--- config.mk ---
export PLATFORM = sky130hd
export DESIGN_NAME = flash_erase_write_control
export DESIGN_NICKNAME = d
export VERILOG_FILES = /design/src/rtl/flash_ctl_pkg.sv /design/src/rtl/flash_erase_write_control.sv /design/src/rtl/wait_state_timer.sv
export SDC_FILE = /design/constraint.sdc
export NUM_CORES = 1
export LEC_CHECK = 0
export BUFFER_PORTS_ARGS = -buffer_cell sky130_fd_sc_hd__buf_2
export CELL_PAD_IN_SITES_DETAIL_PLACEMENT = 2
export CELL_PAD_IN_SITES_GLOBAL_PLACEMENT = 2
export CORE_MARGIN = 2
export CORE_UTILIZATION = 28
export CTS_CLUSTER_SIZE = 20
export DETAILED_ROUTE_END_ITERATION = 7
export PLACE_DENSITY_LB_ADDON = 0.1
export SYNTH_ARGS = -nofsm -noshare
export SYNTH_HDL_FRONTEND = slang
export SYNTH_SLANG_ARGS = --single-unit
--- constraint.sdc ---
create_clock -name i_ref_clk -period 1.64 [get_ports i_ref_clk]
set_input_delay 0 -clock i_ref_clk [delete_from_list [all_inputs] [get_ports i_ref_clk]]
set_output_delay 0 -clock i_ref_clk [all_outputs]
set_load 0.02 [all_outputs]
--- src/rtl/flash_ctl_pkg.sv ---
// Constants and types shared by the flash erase/write sequencer
package flash_ctl_pkg;
  // ****************************************************************
  // Special function register addresses and keys
  // ****************************************************************
  localparam logic [7:0] ERASE_COMMAND_KEY_ADDR     = 8'h94;
  localparam logic [7:0] FLASH_PROGRAM_CONTROL_ADDR = 8'hB2;
  localparam logic [7:0] ERASE_PAGE_NUMBER_ADDR     = 8'hB7;
  localparam logic [7:0] MASS_ERASE_KEY             = 8'hAA;
  localparam logic [7:0] PAGE_ERASE_KEY             = 8'h55;
  localparam int         PROGRAM_WRITE_ENABLE_BIT   = 0;
  localparam int         MASS_ERASE_ENABLE_BIT      = 1;
  localparam int         PAGE_FIELD_LSB             = 1;
  localparam logic [7:0] ERASED_BYTE                = 8'hFF;

  // ****************************************************************
  // Data bus regions and wait states
  // ****************************************************************
  localparam logic [15:0] MPU_RAM_BASE     = 16'h0000;
  localparam logic [15:0] MPU_RAM_LAST     = 16'h07FF;
  localparam logic [15:0] ENGINE_DATA_BASE = 16'h1000;
  localparam logic [15:0] ENGINE_DATA_LAST = 16'h13FF;
  localparam logic [15:0] CONFIG_RAM_BASE  = 16'h2000;
  localparam logic [15:0] CONFIG_RAM_LAST  = 16'h20FF;
  localparam logic [15:0] ENGINE_PROG_BASE = 16'h3000;
  localparam logic [15:0] ENGINE_PROG_LAST = 16'h3FFF;
  localparam logic [2:0]  MPU_RAM_WAIT     = 3'h0;
  localparam logic [2:0]  ENGINE_DATA_WAIT = 3'h5;
  localparam logic [2:0]  CONFIG_RAM_WAIT  = 3'h0;
  localparam logic [2:0]  ENGINE_PROG_WAIT = 3'h5;
  localparam logic [2:0]  FLASH_WAIT       = 3'h0;

  // Region select codes on the memory strobe
  typedef enum logic [2:0] {
    REGION_FLASH       = 3'b000,
    REGION_MPU_RAM     = 3'b001,
    REGION_ENGINE_DATA = 3'b010,
    REGION_CONFIG_RAM  = 3'b011,
    REGION_ENGINE_PROG = 3'b100
  } region_t;

  // Data bus access sequencer
  typedef enum logic [1:0] {
    BUS_IDLE   = 2'b00,
    BUS_ACCESS = 2'b01,
    BUS_DONE   = 2'b10
  } bus_state_t;
endpackage : flash_ctl_pkg

--- src/rtl/flash_erase_write_control.sv ---
// Flash erase/write sequencer and data-bus memory decoder
// Rules this block works under; R5 and R11 fall to software
// Mass erase needs enable bit set, then key 0xAA to the command register.
// Mass erase refused unless the emulator port is enabled.
// Page erase: page number into page register, then key 0x55.
// Program write enable routes data stores to flash, else to data RAM.
// Software masks interrupts before write enable, clears it afterwards.
// Erased bytes read all ones; changing bytes needs a page erase first.
// Flash-mode store also writes the data RAM cell at that address.
// A configuration bit selects flash read pulse width; one saves current.
// Decode MPU RAM, engine data, config RAM, engine program, else flash.
// Engine program RAM accesses are blocked while the engine runs.
// Software loads engine memories from flash before starting the engine.
// Processor reads and writes engine data RAM over the data bus.
// Wrong key values or keys without preparation start no erase.
// Accesses to slow regions stall for their wait-state count.
module flash_erase_write_control (
  input  wire logic        i_ref_clk,       // System clock, 100 MHz
  input  wire logic        i_srst,          // Synchronous reset
  input  wire logic        i_sfr_wr,        // SFR write strobe
  input  wire logic [7:0]  i_sfr_addr,      // SFR address
  input  wire logic [7:0]  i_sfr_wdata,     // SFR write data
  output logic      [7:0]  o_sfr_rdata,     // SFR read data, registered
  input  wire logic        i_emulator_port, // Emulator port enabled, pin
  input  wire logic        i_engine_run,    // Compute engine running
  input  wire logic        i_pulse_width,   // Config RAM pulse width bit
  output logic             o_flash_pulse_width_select, // To flash macro
  output logic             o_mass_erase,    // Mass erase start pulse
  output logic             o_page_erase,    // Page erase start pulse
  output logic      [6:0]  o_erase_page,    // Page to erase
  input  wire logic        i_bus_req,       // Data bus request, level
  input  wire logic        i_bus_we,        // Request is a store
  input  wire logic [15:0] i_bus_addr,      // Data bus address
  input  wire logic [7:0]  i_bus_wdata,     // Store data
  output logic      [7:0]  o_bus_rdata,     // Load data
  output logic             o_bus_done,      // Access finished, pulse
  output logic             o_bus_blocked,   // Access refused, pulse
  output logic             o_flash_prog,    // Flash program pulse
  output logic             o_mem_en,        // Memory strobe, level
  output logic             o_mem_we,        // Memory write
  output logic      [2:0]  o_mem_sel,       // Region select
  output logic      [15:0] o_mem_addr,      // Memory address
  output logic      [7:0]  o_mem_wdata,     // Memory write data
  input  wire logic [7:0]  i_mem_rdata      // Memory read data
);
  // ****************************************************************
  // State
  // ****************************************************************
  typedef struct packed {
    flash_ctl_pkg::bus_state_t st;
    logic        mass_erase_enable;
    logic        program_write_enable;
    logic [6:0]  page;
    logic        page_armed;
    logic        emu_meta;
    logic        emu_sync;
    logic [7:0]  sfr_rdata;
    logic        mass_erase;
    logic        page_erase;
    logic        flash_prog;
    logic        pw_sel;
    logic        mem_en;
    logic        mem_we;
    logic [2:0]  mem_sel;
    logic [15:0] mem_addr;
    logic [7:0]  mem_wdata;
    logic [7:0]  bus_rdata;
    logic        bus_done;
    logic        bus_blocked;
  } ctl_t;

  ctl_t       state_reg;
  ctl_t       state_next;
  logic       timer_start;
  logic [2:0] wait_count;
  logic [2:0] region;
  logic       timer_expired;

  // ****************************************************************
  // Address decode
  // ****************************************************************
  // Flash answers wherever no RAM claims the address
  always_comb begin
    region     = flash_ctl_pkg::REGION_FLASH;
    wait_count = flash_ctl_pkg::FLASH_WAIT;
    if (i_bus_addr <= flash_ctl_pkg::MPU_RAM_LAST) begin
      region     = flash_ctl_pkg::REGION_MPU_RAM;
      wait_count = flash_ctl_pkg::MPU_RAM_WAIT;
    end else if (i_bus_addr >= flash_ctl_pkg::ENGINE_DATA_BASE &&
                 i_bus_addr <= flash_ctl_pkg::ENGINE_DATA_LAST) begin
      region     = flash_ctl_pkg::REGION_ENGINE_DATA;
      wait_count = flash_ctl_pkg::ENGINE_DATA_WAIT;
    end else if (i_bus_addr >= flash_ctl_pkg::CONFIG_RAM_BASE &&
                 i_bus_addr <= flash_ctl_pkg::CONFIG_RAM_LAST) begin
      region     = flash_ctl_pkg::REGION_CONFIG_RAM;
      wait_count = flash_ctl_pkg::CONFIG_RAM_WAIT;
    end else if (i_bus_addr >= flash_ctl_pkg::ENGINE_PROG_BASE &&
                 i_bus_addr <= flash_ctl_pkg::ENGINE_PROG_LAST) begin
      region     = flash_ctl_pkg::REGION_ENGINE_PROG;
      wait_count = flash_ctl_pkg::ENGINE_PROG_WAIT;
    end
  end

  // ****************************************************************
  // Next state
  // ****************************************************************
  // Erase keys, control register, and bus sequencing
  always_comb begin
    state_next             = state_reg;
    state_next.mass_erase  = 1'b0;
    state_next.page_erase  = 1'b0;
    state_next.flash_prog  = 1'b0;
    state_next.bus_done    = 1'b0;
    state_next.bus_blocked = 1'b0;
    timer_start            = 1'b0;
    // Emulator pin is asynchronous; two stages before use
    state_next.emu_meta    = i_emulator_port;
    state_next.emu_sync    = state_reg.emu_meta;
    state_next.pw_sel      = i_pulse_width;
    if (i_sfr_wr) begin
      unique case (i_sfr_addr)
        flash_ctl_pkg::FLASH_PROGRAM_CONTROL_ADDR: begin
          state_next.mass_erase_enable =
            i_sfr_wdata[flash_ctl_pkg::MASS_ERASE_ENABLE_BIT];
          state_next.program_write_enable =
            i_sfr_wdata[flash_ctl_pkg::PROGRAM_WRITE_ENABLE_BIT];
        end
        flash_ctl_pkg::ERASE_PAGE_NUMBER_ADDR: begin
          state_next.page       = i_sfr_wdata[7:flash_ctl_pkg::PAGE_FIELD_LSB];
          state_next.page_armed = 1'b1;
        end
        flash_ctl_pkg::ERASE_COMMAND_KEY_ADDR: begin
          // Keys are one-shot; a wrong pattern disarms nothing but acts not
          if (i_sfr_wdata == flash_ctl_pkg::MASS_ERASE_KEY &&
              state_reg.mass_erase_enable && state_reg.emu_sync) begin
            state_next.mass_erase        = 1'b1;
            state_next.mass_erase_enable = 1'b0;
          end else if (i_sfr_wdata == flash_ctl_pkg::PAGE_ERASE_KEY &&
                       state_reg.page_armed) begin
            state_next.page_erase = 1'b1;
            state_next.page_armed = 1'b0;
          end
        end
        default: begin
        end
      endcase
    end
    // Read-back of the control and page registers
    unique case (i_sfr_addr)
      flash_ctl_pkg::FLASH_PROGRAM_CONTROL_ADDR:
        state_next.sfr_rdata = {6'h00, state_next.mass_erase_enable,
                                state_next.program_write_enable};
      flash_ctl_pkg::ERASE_PAGE_NUMBER_ADDR:
        state_next.sfr_rdata = {state_next.page, 1'b0};
      default:
        state_next.sfr_rdata = 8'h00;
    endcase
    unique case (state_reg.st)
      flash_ctl_pkg::BUS_IDLE: begin
        if (i_bus_req) begin
          state_next.mem_addr  = i_bus_addr;
          state_next.mem_wdata = i_bus_wdata;
          state_next.mem_sel   = region;
          state_next.mem_we    = i_bus_we;
          if (region == flash_ctl_pkg::REGION_ENGINE_PROG &&
              i_engine_run) begin
            state_next.st          = flash_ctl_pkg::BUS_DONE;
            state_next.bus_done    = 1'b1;
            state_next.bus_blocked = 1'b1;
            state_next.bus_rdata   = 8'h00;
            state_next.mem_we      = 1'b0;
          end else begin
            state_next.st     = flash_ctl_pkg::BUS_ACCESS;
            state_next.mem_en = 1'b1;
            timer_start       = 1'b1;
            // Store in program mode also lands in the RAM cell underneath
            state_next.flash_prog =
              i_bus_we && state_reg.program_write_enable;
          end
        end
      end
      flash_ctl_pkg::BUS_ACCESS: begin
        if (timer_expired) begin
          state_next.st        = flash_ctl_pkg::BUS_DONE;
          state_next.mem_en    = 1'b0;
          state_next.mem_we    = 1'b0;
          state_next.bus_done  = 1'b1;
          state_next.bus_rdata = i_mem_rdata;
        end
      end
      flash_ctl_pkg::BUS_DONE: begin
        state_next.st = flash_ctl_pkg::BUS_IDLE;
      end
      default: begin
        state_next.st = flash_ctl_pkg::BUS_IDLE;
      end
    endcase
  end

  // State register
  always_ff @(posedge i_ref_clk) begin
    if (i_srst) begin
      state_reg    <= '0;
      state_reg.st <= flash_ctl_pkg::BUS_IDLE;
    end else begin
      state_reg <= state_next;
    end
  end

  // Wait-state timing for every granted access
  wait_state_timer u_wait (
    .i_ref_clk (i_ref_clk),
    .i_srst    (i_srst),
    .i_start   (timer_start),
    .i_count   (wait_count),
    .o_expired (timer_expired)
  );

  // ****************************************************************
  // Outputs
  // ****************************************************************
  assign o_sfr_rdata                = state_reg.sfr_rdata;
  assign o_flash_pulse_width_select = state_reg.pw_sel;
  assign o_mass_erase               = state_reg.mass_erase;
  assign o_page_erase               = state_reg.page_erase;
  assign o_erase_page               = state_reg.page;
  assign o_bus_rdata                = state_reg.bus_rdata;
  assign o_bus_done                 = state_reg.bus_done;
  assign o_bus_blocked              = state_reg.bus_blocked;
  assign o_flash_prog               = state_reg.flash_prog;
  assign o_mem_en                   = state_reg.mem_en;
  assign o_mem_we                   = state_reg.mem_we;
  assign o_mem_sel                  = state_reg.mem_sel;
  assign o_mem_addr                 = state_reg.mem_addr;
  assign o_mem_wdata                = state_reg.mem_wdata;

  // ****************************************************************
  // Assertions
  // ****************************************************************
  logic key_wr;
  logic accept;
  assign key_wr = i_sfr_wr &&
                  i_sfr_addr == flash_ctl_pkg::ERASE_COMMAND_KEY_ADDR;
  assign accept = state_reg.st == flash_ctl_pkg::BUS_IDLE && i_bus_req;
endmodule : flash_erase_write_control

--- src/rtl/wait_state_timer.sv ---
// Wait-state down counter that flags the end of a memory access
module wait_state_timer (
  input  wire logic       i_ref_clk, // System clock
  input  wire logic       i_srst,    // Synchronous reset, active high
  input  wire logic       i_start,   // Load the count, one-cycle pulse
  input  wire logic [2:0] i_count,   // Wait states to insert
  output logic            o_expired  // Count exhausted, one-cycle pulse
);
  typedef struct packed {
    logic       busy;
    logic [2:0] cnt;
    logic       expired;
  } timer_t;

  timer_t state_reg;
  timer_t state_next;

  // Count down once per cycle, pulse on reaching zero
  always_comb begin
    state_next         = state_reg;
    state_next.expired = 1'b0;
    if (i_start) begin
      state_next.busy = 1'b1;
      state_next.cnt  = i_count;
    end else if (state_reg.busy) begin
      if (state_reg.cnt == 3'h0) begin
        state_next.busy    = 1'b0;
        state_next.expired = 1'b1;
      end else begin
        state_next.cnt = state_reg.cnt - 3'h1;
      end
    end
  end

  // State register
  always_ff @(posedge i_ref_clk) begin
    if (i_srst) begin
      state_reg <= '0;
    end else begin
      state_reg <= state_next;
    end
  end

  assign o_expired = state_reg.expired;
endmodule : wait_state_timer

# Yosys cells after proc, flatten, opt, wreduce, memory -nomap -nowiden
# Index checks and enable logic that the tools add are counted.
# classes
n_addsub,1
bitwise_logic,5
reduce_logical,25
order_cmp,7
eq_ne,14
mux,39
# ops
op,n
$mux W39,1
$eq A8 B8 Y1 const B,4
$ge A16 B14 Y1 const B,2
$le A16 B14 Y1 const B,2
$mux W3,9
$mux W10,2
$pmux W9 S2,1
$ge A16 B13 Y1 const B,1
$le A16 B11 Y1 const B,1
$le A16 B13 Y1 const B,1
$pmux W8 S2,1
$mux W1,13
$ne A2 B2 Y1 const B,6
$reduce_and A4 Y1,3
$mux W9,1
$reduce_or A3 Y1,3
$eq A8 B7 Y1 const B,1
$logic_and A1 B1 Y1,8
$mux W2,4
$pmux W2 S2,2
$reduce_or A4 Y1,2
$mux W7,1
$reduce_and A2 Y1,3
$reduce_bool A2 Y1,3
11 further kinds,16
# word_totals
elab_cells,114
regBits,70
inputBits,56

# Longest topological paths before layout
# Gate-level depths: netlist (run 1).
# depth
depth_word,13
depth_mapped,6

# Cells and area by module
# Synthesis (run 1) repeated with hierarchy kept, for this count alone.
# unflattened
cells_unflattened,343
hier_area_um2,3081.7
# by_module_without_submodules
module,n_inst,area_each_um2,cells_per_inst
flash_erase_write_control,1,2810.2,316
wait_state_timer,1,271.5,27

# Least setup slack after synthesis (run 1)
# OpenSTA, ideal clock, no wires.
# synth_path
kind,flip-flop to flip-flop
startpoint,register state_reg[64] (netlist name)
endpoint,register u_wait.state_reg[1] (netlist name)
required_ns,1.553
setup_time_ns,0.087
path_slack_ns,0.263
synth_period_minus_slack_ns,1.377
t_arrival_ns,1.291
n_path_buf,0
stages_incl_launch_ff,5
path_cell_list,dfxtp_1 -> or3b_1 -> a31oi_4 -> nor2_1 -> a221oi_2
# synth_via
elab_chain_cells,4
word_cells_on_any_way,6
classes_between,eq/ne (1); mux (2); reduce/logical (3)
# synth_rtl
item,line,rtl
from (decl),flash_erase_write_control.sv:72,ctl_t state_reg;
from (signal assigned),flash_erase_write_control.sv:206,state_reg <= state_next;
$logic_not A2 Y1 (*),flash_erase_write_control.sv:158,unique case (state_reg.st)
$mux W1 (*),flash_erase_write_control.sv:158,
$ne A2 B2 Y1 (no line) or $reduce_bool A2 Y1 (tied branches),-,
$reduce_and A2 Y1 (no line),-,
to (signal assigned),wait_state_timer.sv:40,state_reg <= state_next;
to (decl),wait_state_timer.sv:15,timer_t state_reg;
# Mark *: on every way between the ends. The rest lies on a longest branch, timed or not.
# A chain may end at the register's enable or synchronous reset.

# Worst setup path after layout (run 1)
# layout_path
startpoint,input i_bus_addr[15]
endpoint,register u_wait.state_reg[3] (netlist name)
# layout_via
elab_chain_cells,13
word_cells_on_any_way,27
classes_between,order compare (7); eq/ne (2); mux (12); reduce/logical (6)
# layout_rtl
item,line,rtl
from (decl),flash_erase_write_control.sv:33,"input wire logic [15:0] i_bus_addr,"
$ge A16 B14 Y1 or $le A16 B14 Y1 (tied branches),"flash_erase_write_control.sv:97, flash_erase_write_control.sv:98",
$logic_and A1 B1 Y1,flash_erase_write_control.sv:97,end else if (i_bus_addr >= flash_ctl_pkg::ENGINE_PROG_BASE &&
$mux W3,flash_erase_write_control.sv:97,
$mux W3,flash_erase_write_control.sv:93,end else if (i_bus_addr >= flash_ctl_pkg::CONFIG_RAM_BASE &&
$mux W3,flash_erase_write_control.sv:89,end else if (i_bus_addr >= flash_ctl_pkg::ENGINE_DATA_BASE &&
$mux W3,flash_erase_write_control.sv:86,if (i_bus_addr <= flash_ctl_pkg::MPU_RAM_LAST) begin
$eq A3 B3 Y1,flash_erase_write_control.sv:165,if (region == flash_ctl_pkg::REGION_ENGINE_PROG &&
$logic_and A1 B1 Y1,flash_erase_write_control.sv:165,
$mux W1,flash_erase_write_control.sv:165,
$mux W1,flash_erase_write_control.sv:160,if (i_bus_req) begin
$mux W1,flash_erase_write_control.sv:158,
$ne A2 B2 Y1 (no line) or $reduce_bool A2 Y1 (tied branches),-,
$reduce_and A2 Y1 (no line),-,
# Parallel ways exist; a longest one is shown, timed or not.

==> results.json, run 1 <==
{
  "skew_ps": 12.17,
  "die_height_um": 108.7,
  "largest_reg_flops": 16,
  "hpwl_mm": 5.916,
  "wirelength_mm": 8.635,
  "avgViaCountPerCell": 4.531,
  "clkTransAtPathRegs_ps": 70,
  "antenna_found_initial": 0,
  "synth.area.top_cells": "dfxtp_1 (46%), buf_4 (12%), nand2_1 (6.6%)",
  "ff2ff_path_depth": 4,
  "clk_latency_ps": 340,
  "cts_tree": "yes",
  "critical_path.reg2reg.startpoint": "state_reg[64]$_SDFFE_PP0P_",
  "leakage_nw": 1.855,
  "synthDistinctLibCells": 47,
  "cts_setup_buffers": 0,
  "grt_pass1_vias": 2855,
  "crit_path_start_kind": "input port",
  "final_max_slew_viol_count": 0,
  "layout.nets": 507,
  "cts.sinks": 70,
  "grtUsageTotal_pct": 15.21,
  "max_freq_mhz": 661.5,
  "yosysWarningCount": 0,
  "tns_ps": 0,
  "tightest_slew_ps": 514.7,
  "setup_viol": 0,
  "clock_path_buffers": 2,
  "irDropWorstVdd_v": 0.0004274,
  "rsz0062_at_grt": "false",
  "path_cells": "dlygate4sd3_1 -> buf_2 -> or3b_1 -> o21ai_1 -> a2bb2oi_1 -> a211oi_1",
  "syn_inst": 340,
  "slew-limit-headroom_pct": 65.37,
  "crit_path_end_kind": "flip-flop",
  "die_area_um2": 11810,
  "whs_path_depth": 3,
  "first_pass_iters": 2,
  "wl_per_cell_um": 14.56,
  "grt_pass1_wl_mm": 14.01,
  "start_util_pct": 28.56,
  "max_stage_delay_ps": 540,
  "area_delta_synth_final_pct": 33.59,
  "drv_cap": 0,
  "synth_nets": 398,
  "grt_overflow": 0,
  "hold_viol_final": 0,
  "core_area_um2": 10750,
  "root_buffer": "clkbuf_8",
  "portBuffers": 113,
  "hold_path_class": "input port to flip-flop",
  "grt_max_degree": 30,
  "critPathKind": "input port to flip-flop",
  "worstPathArrival_ps": 1760,
  "drt_drc_violations_left": 0,
  "period_minus_slack_ps": 1512,
  "status": "completed",
  "ys_ff_latch": 70,
  "synth_area_per_cell_um2": 9.027,
  "drt_iter0_markers": 44,
  "hold_ws_ps": 30.27,
  "n_fill_cell": 1278,
  "synth_area_um2": 3069,
  "required_ps": 1890,
  "synth_area_leader_cell": "dfxtp_1",
  "r2r-end": "u_wait.state_reg[1]$_SDFFE_PP0P_",
  "ys_seq_area_share_pct": 45.66,
  "post-route-period-util_pct": 92.18,
  "vias": 2687,
  "synth_top_area_share_pct": 45.66,
  "p_per_area_nw_per_um2": 952.9,
  "holdPathEnd": "o_mem_addr[13]$_SDFFE_PP0P_",
  "cts_buffers": 9,
  "ant_nets": 0,
  "gp_congestion": 0.7013,
  "rrSetupSlack_ps": 140,
  "htreeDepth": 3,
  "rows": 38,
  "hp-start": "i_bus_addr[13]",
  "antenna_cells": 0,
  "ios": 114,
  "drive_above_1_share_pct": 31.79,
  "crit_fanout": 4,
  "die_w_um": 108.7,
  "cp_slowest_cell": "dlygate4sd3_1"
}
## area by class of cell
type	count	area (um2)	share of cell area [%]
inverter	4	15.01	0.3662
multi-input combinational	200	1216	29.66
tap	140	175.2	4.272
timing repair buffer	164	1071	26.12
clock inverter	4	70.07	1.709
clock buffer	11	151.4	3.692
sequential	70	1401	34.18
## through the flow
step | instances | utilization, % | cell area, um2 | worst slack (ps) | power [W]
2_1_floorplan | 340 | - | 3069 | 262.9 | 0.002146
3_3_place_gp | 534 | 31.96 | 3435 | 207.4 | 0.002295
3_5_place_dp | 534 | 31.96 | 3435 | 143.8 | 0.002306
4_1_cts | 593 | 38.12 | 4096 | 6.216 | 0.003980
5_1_grt | 593 | 38.16 | 4100 | 46.88 | 0.004121
6_report | 593 | 38.16 | 4100 | 128.3 | 0.003907
## cells in the mapped netlist, drive strengths merged
cell type  count
a2111oi        1
a211oi         2
a21oi         33
a221oi         2
a22o           8
a2bb2oi        2
a31o           1
a31oi          2
and2           1
and3b          1
buf           59
clkbuf         7
dfxtp         70
ha             2
inv            4
mux2i         15
nand2         54
nand2b         2
nand3          4
nand3b         2
nand4          2
nand4b         2
nand4bb        1
nor2          21
nor2b          6
nor3          12
nor3b          3
nor4           2
nor4b          2
nor4bb         3
o211ai         2
o21ai          3
o22ai          1
o311a          1
o31ai          1
or3            2
or3b           3
or4b           1
## critical path, delay by kind of cell
family | cells | cell delay (ps)
AO/OA/AOI/OAI | 3 | 660
buffers and inverters | 2 | 700
AND/OR/NAND/NOR | 1 | 400
## layout by cell type, fill, tap and decap left out, types with 3 or more instances in the layout
master / n
a21oi_1: 33
a22o_1: 8
buf_2: 113
buf_4: 6
clkbuf_8: 11
dfxtp_1: 70
dlygate4sd3_1: 44
inv_1: 3
mux2i_1: 15
nand2_1: 54
nand3_1: 3
nor2_1: 21
nor2b_1: 6
nor3_1: 12
nor4bb_1: 3
## worst max-delay path by stage
| stage | startpoint | to | slack, ps | depth (start not counted) |
|---|---|---|---|---|
| final | i_bus_addr[15] | u_wait.state_reg[3]$_SDFFE_PP0P_ | 130 | 6 |
| after detailed placement | i_sfr_addr[6] | o_erase_page[4]$_SDFF_PP0_ | 140 | 5 |
| after global placement | i_sfr_addr[6] | o_erase_page[3]$_SDFF_PP0_ | 210 | 5 |
| after CTS | u_wait.state_reg[1]$_SDFFE_PP0P_ | u_wait.state_reg[2]$_SDFFE_PP0P_ | 6 | 6 |
| after global routing | i_bus_addr[15] | u_wait.state_reg[3]$_SDFFE_PP0P_ | 50 | 6 |
| after floorplan | state_reg[64]$_SDFFE_PP0P_ | u_wait.state_reg[1]$_SDFFE_PP0P_ | 260 | 4 |
## report_power, final
part | internal, W | switching, W | leakage (nW)
logic | 0.000251 | 0.000297 | 1.17
clock network | 0.000927 | 0.000637 | 0.115
registers | 0.00176 | 0.0000339 | 0.570
total | 0.00294 | 0.000968 | 1.86
## per-layer routing
layer / share of wire, % / GRT usage (%)
met1: 43 / 17.55
met2: 52 / 27.81
met3: 3.6 / 2.570
met4: 1.7 / 6.044
met5: 0 / 0
## kinds of logic after synthesis
logic type,synth area share (%)
AOI/OAI and AO/OA,13.09
buffers and inverters,15.00
and+or+nand+nor,20.55
adders and majority gates,0.8152
muxes,4.892
DFF,45.66
## repair_timing
item | in CTS | in global routing
resized for setup | 0 | 2
endpoints found under the hold margin | 54 | 0
hold buffers | 44 | 0
endpoints found under the setup margin | 0 | 1
No activity file was read; power rests on OpenSTA's default activity.
==> run 2: changes to the inputs <==
BUFFER_PORTS_ARGS = -buffer_cell sky130_fd_sc_hd__buf_4   (was -buffer_cell sky130_fd_sc_hd__buf_2)
==> results.json, run 2 (synthesis gave the netlist of run 1 again) <==
{
  "leakage_nw": 1.908,
  "cts_setup_buffers": 0,
  "worstPathArrival_ps": 1780,
  "post-route-period-util_pct": 92.05,
  "clock_path_buffers": 2,
  "period_minus_slack_ps": 1510,
  "cts_tree": "yes",
  "drv_cap": 0,
  "hold_viol_final": 0,
  "cts_buffers": 9,
  "drt_iter0_markers": 45,
  "layout.nets": 511,
  "grt_max_degree": 30,
  "grt-busiest-layer": "met2",
  "clkPwrFrac_pct": 39.6,
  "rsz0062_at_grt": "false",
  "gr-usage-met3_pct": 5.559,
  "grt_overflow": 0,
  "clk_latency_ps": 360,
  "htreeDepth": 3,
  "multiInputGateArea_um2": 1212,
  "critPathKind": "flip-flop to flip-flop",
  "crit_path_end_kind": "flip-flop",
  "final_common_cell": "buf_4",
  "clkTransAtPathRegs_ps": 80,
  "rows": 38,
  "first_pass_iters": 4,
  "wirelength_mm": 9.035,
  "gp_congestion": 0.6772,
  "switchingPower_w": 0.001026,
  "slew-limit-headroom_pct": 60.83,
  "hpwl_mm": 6.122,
  "area_delta_synth_final_pct": 43.95,
  "power_w": 0.003994,
  "ios": 114,
  "hold_path_class": "input port to flip-flop",
  "swShare_pct": 25.69,
  "crit_fanout": 7,
  "tns_ps": 0,
  "mostFrequentLayoutCells": "buf_4 (120), dfxtp_1 (70), nand2_1 (54)",
  "drt_drc_violations_left": 0,
  "irDropWorstVdd_v": 0.0005611,
  "die_height_um": 108.7,
  "required_ps": 1910,
  "max_freq_mhz": 662.4,
  "regArea_um2": 1401,
  "die_area_um2": 11810,
  "p_int_w": 0.002968,
  "cts.sinks": 70,
  "grt_pass1_wl_mm": 14.31,
  "final_max_slew_viol_count": 0,
  "seq_power_share_pct": 45.0,
  "status": "completed",
  "root_buffer": "clkbuf_8",
  "portBuffers": 113,
  "largest_reg_flops": 16,
  "p_per_area_nw_per_um2": 904.1,
  "antenna_cells": 0,
  "n_fill_cell": 1212,
  "use_met1_pct": 17.02,
  "grt_use_met2_pct": 29.06,
  "setup_viol": 0,
  "skew_ps": 9.847,
  "rrSetupSlack_ps": 130,
  "grtUsageTotal_pct": 15.94,
  "wl_per_cell_um": 15.11,
  "core_area_um2": 10750,
  "die_w_um": 108.7,
  "cts_resized": 0,
  "grt_pass1_vias": 2909,
  "p_comb_share_pct": 15.4,
  "ant_nets": 0,
  "vias": 2741,
  "start_util_pct": 28.56,
  "cts_hold_buffers": 47,
  "crit_path_start_kind": "flip-flop",
  "antenna_found_initial": 0,
  "tightest_slew_ps": 582.2,
  "avgViaCountPerCell": 4.584,
  "drive_above_1_share_pct": 31.66
}
-- run 2: cell types whose count changed in the layout (fill, tap and decap cells not counted), moves of 2 or more --
cell	previous run	this run
buf_4	6	120
dlygate4sd3_1	44	47
clkinvlp_4	0	2
buf_2	113	0
-- run 2: worst max-delay path, cell delays in order, from the launching register on --
cell and delay, ps:
dfxtp_1 380, or3b_1 460, a31oi_4 220, nor2_1 100, a221oi_2 250
-- run 2: final timing paths --
path	start	to	cells after the start
max	state_reg[64]$_SDFFE_PP0P_	u_wait.state_reg[1]$_SDFFE_PP0P_	4
min reg2reg	state_next[51]$_SDFF_PP0_	state_reg[51]$_SDFF_PP0_	1
max reg2reg	state_reg[64]$_SDFFE_PP0P_	u_wait.state_reg[1]$_SDFFE_PP0P_	4
min	i_sfr_addr[2]	state_reg[62]$_SDFF_PP0_	4
-- run 2: metal layers --
| layer | up-vias | wire length [um] | part of all wire (%) |
|---|---|---|---|
| li1 | 1340 | - | - |
| met1 | 1321 | 3625 | 40 |
| met2 | 67 | 4809 | 53 |
| met3 | 13 | 458 | 5.1 |
| met4 | 0 | 142 | 1.6 |
| met5 | - | 0 | 0 |
-- run 2: area by class of cell --
cell class / count / area share, %
inverters: 4 / 0.3398
well taps: 140 / 3.965
flip-flops and latches: 70 / 31.72
repair buffers: 168 / 31.49
multi-input cells: 200 / 27.44
clock buffers: 10 / 3.115
clock inverters: 6 / 1.926
-- run 2: through the flow --
stage	cell area (um2)	setup slack [ps]	cells	hold slack (ps)	utilization [%]
6_report	4418	130.4	598	36.39	41.12
5_1_grt	4418	19.39	598	45.85	41.12
4_1_cts	4418	120.5	598	26.84	41.12
3_5_place_dp	3725	151.4	535	216.4	34.66
3_3_place_gp	3725	204.4	535	209.4	34.66
2_1_floorplan	3069	262.9	340	118.3	-
-- run 2: power groups by stage --
stage          logic [W]  registers, W  clock network, W
5_1_grt         0.000679       0.00181           0.00172
4_1_cts         0.000625       0.00180           0.00165
6_report        0.000616       0.00180           0.00158
3_3_place_gp    0.000524       0.00184                 0
2_1_floorplan   0.000313       0.00183                 0
3_5_place_dp    0.000535       0.00184                 0
==> run 3: changes to the inputs <==
CORE_UTILIZATION = 30   (was 28)
clock period = 1.9 ns   (was 1.64 ns; I/O delays follow)
==> results.json, run 3 (synthesis gave the netlist of run 1 again) <==
{
  "status": "completed",
  "skew_ps": 7.397,
  "antenna_cells": 0,
  "wirelength_mm": 8.685,
  "final_area_um2": 4285,
  "rrSetupSlack_ps": 370,
  "drt_iter0_markers": 19,
  "whs_path_depth": 3,
  "crit_path_end_kind": "flip-flop",
  "period_minus_slack_ps": 1573,
  "drive_above_1_share_pct": 30.43,
  "die_height_um": 105.1,
  "grt_max_degree": 61,
  "crit_path_start_kind": "input port",
  "grt_overflow": 0,
  "setup_viol": 0,
  "critPathKind": "input port to flip-flop",
  "largest_reg_flops": 16,
  "clkTransAtPathRegs_ps": 70,
  "tns_ps": 0,
  "hp-start": "i_sfr_addr[0]",
  "required_ps": 2120,
  "first_pass_iters": 3,
  "core_area_um2": 9864,
  "ant_nets": 0,
  "grt_pass1_wl_mm": 14.39,
  "post-route-period-util_pct": 82.77,
  "n_fill_cell": 1088,
  "ios": 114,
  "hpwl_mm": 5.797,
  "avgViaCountPerCell": 4.631,
  "portBuffers": 113,
  "gp_congestion": 0.7241,
  "vias": 2686,
  "root_buffer": "clkbuf_8",
  "htreeDepth": 3,
  "worstPathArrival_ps": 1800,
  "rsz0062_at_grt": "false",
  "cp_slowest_cell": "dlygate4sd3_1",
  "ff2ff_path_depth": 6,
  "cts.sinks": 70,
  "slew-limit-headroom_pct": 57.67,
  "leakage_nw": 1.853,
  "grt_pass1_vias": 2910,
  "clk_latency_ps": 330,
  "cts_setup_buffers": 0,
  "antenna_found_initial": 0,
  "p_per_area_nw_per_um2": 736.3,
  "holdPathEnd": "o_mass_erase$_SDFF_PP0_",
  "mostFrequentLayoutCells": "buf_4 (114), dfxtp_1 (70), nand2_1 (54)",
  "hold_path_class": "input port to flip-flop",
  "die_w_um": 105.1,
  "multiInputGateArea_um2": 1212,
  "highest_layer": "met4",
  "wl_met1_mm": 3.817,
  "drt_drc_violations_left": 0,
  "hold_viol_final": 0,
  "drv_cap": 0,
  "path_delay_family": "buffers and inverters",
  "max_freq_mhz": 635.9,
  "regArea_um2": 1401,
  "layout.nets": 502,
  "place_area_um2": 3671,
  "wl_met2_mm": 4.353,
  "grtUsageTotal_pct": 16.20,
  "clock_path_buffers": 2,
  "rows": 36,
  "crit_fanout": 8,
  "start_util_pct": 31.11,
  "fin_util_pct": 43.44,
  "critical_path.reg2reg.startpoint": "u_wait.state_reg[1]$_SDFFE_PP0P_",
  "max_stage_delay_ps": 530,
  "path_cells": "dlygate4sd3_1 -> buf_4 -> nor3b_4 -> nand3_2 -> o311a_4 -> a22o_1",
  "r2r-end": "u_wait.state_reg[2]$_SDFFE_PP0P_",
  "cts_buffers": 9,
  "area_delta_synth_final_pct": 39.62,
  "irDropWorstVdd_v": 0.0003009,
  "wl_per_cell_um": 14.97,
  "cts_tree": "yes",
  "die_area_um2": 11060,
  "final_max_slew_viol_count": 0,
  "worst-path-buf-inv": 2,
  "wl_met3_um": 362,
  "final_common_cell": "buf_4",
  "hold_ws_ps": 17.04,
  "tightest_slew_ps": 634.9
}
run 3: worst min-delay path, stage by stage:
cell and delay (ps):
buf_4 110, or4b_1 150, nor3_1 50
run 3: how the worst max path moves through the flow:
stage	start	to	slack [ps]	cells past startpoint
3_5_place_dp	i_sfr_addr[6]	o_erase_page[6]$_SDFF_PP0_	330	5
3_3_place_gp	i_sfr_addr[6]	o_erase_page[3]$_SDFF_PP0_	440	5
6_report	i_bus_addr[15]	o_bus_rdata[7]$_SDFFE_PP0P_	330	6
4_1_cts	u_wait.state_reg[1]$_SDFFE_PP0P_	u_wait.state_reg[2]$_SDFFE_PP0P_	300	6
5_1_grt	u_wait.state_reg[1]$_SDFFE_PP0P_	u_wait.state_reg[2]$_SDFFE_PP0P_	170	6
2_1_floorplan	state_reg[64]$_SDFFE_PP0P_	u_wait.state_reg[1]$_SDFFE_PP0P_	520	4
run 3: layout make-up:
type	count	area share, %
clock buffers	13	3.942
well taps	133	3.883
inverters	4	0.3504
flip-flops and latches	70	32.70
repair buffers	159	30.72
multi-input cells	200	28.29
clock inverters	1	0.1168
run 3: where the power goes:
group	total, W	switching [W]	internal (W)
logic	0.000519	0.000257	0.000262
clock network	0.00108	0.000519	0.000566
registers	0.00155	0.0000310	0.00152
run 3: timing repair:
| action | CTS | global route |
|---|---|---|
| setup endpoints to repair | 0 | 0 |
| hold buffers | 44 | 0 |
| endpoints found under the hold margin | 55 | 0 |
| gates resized for setup | 0 | 0 |
run 3: per-layer routing:
metal,vias to the layer above,GRT usage [%]
met3,12,3.493
met4,0,6.571
met1,1277,19.07
li1,1327,-
met5,-,0
met2,70,28.43
run 3: stage by stage:
stage                     setup slack, ps  std cells  power (W)
after floorplan                     522.9        340   0.001852
after global placement              444.3        522   0.002024
after detailed placement            333.3        522   0.002035
after CTS                           303.4        580   0.003213
after global routing                171.2        580   0.003330
final                               327.3        580   0.003155
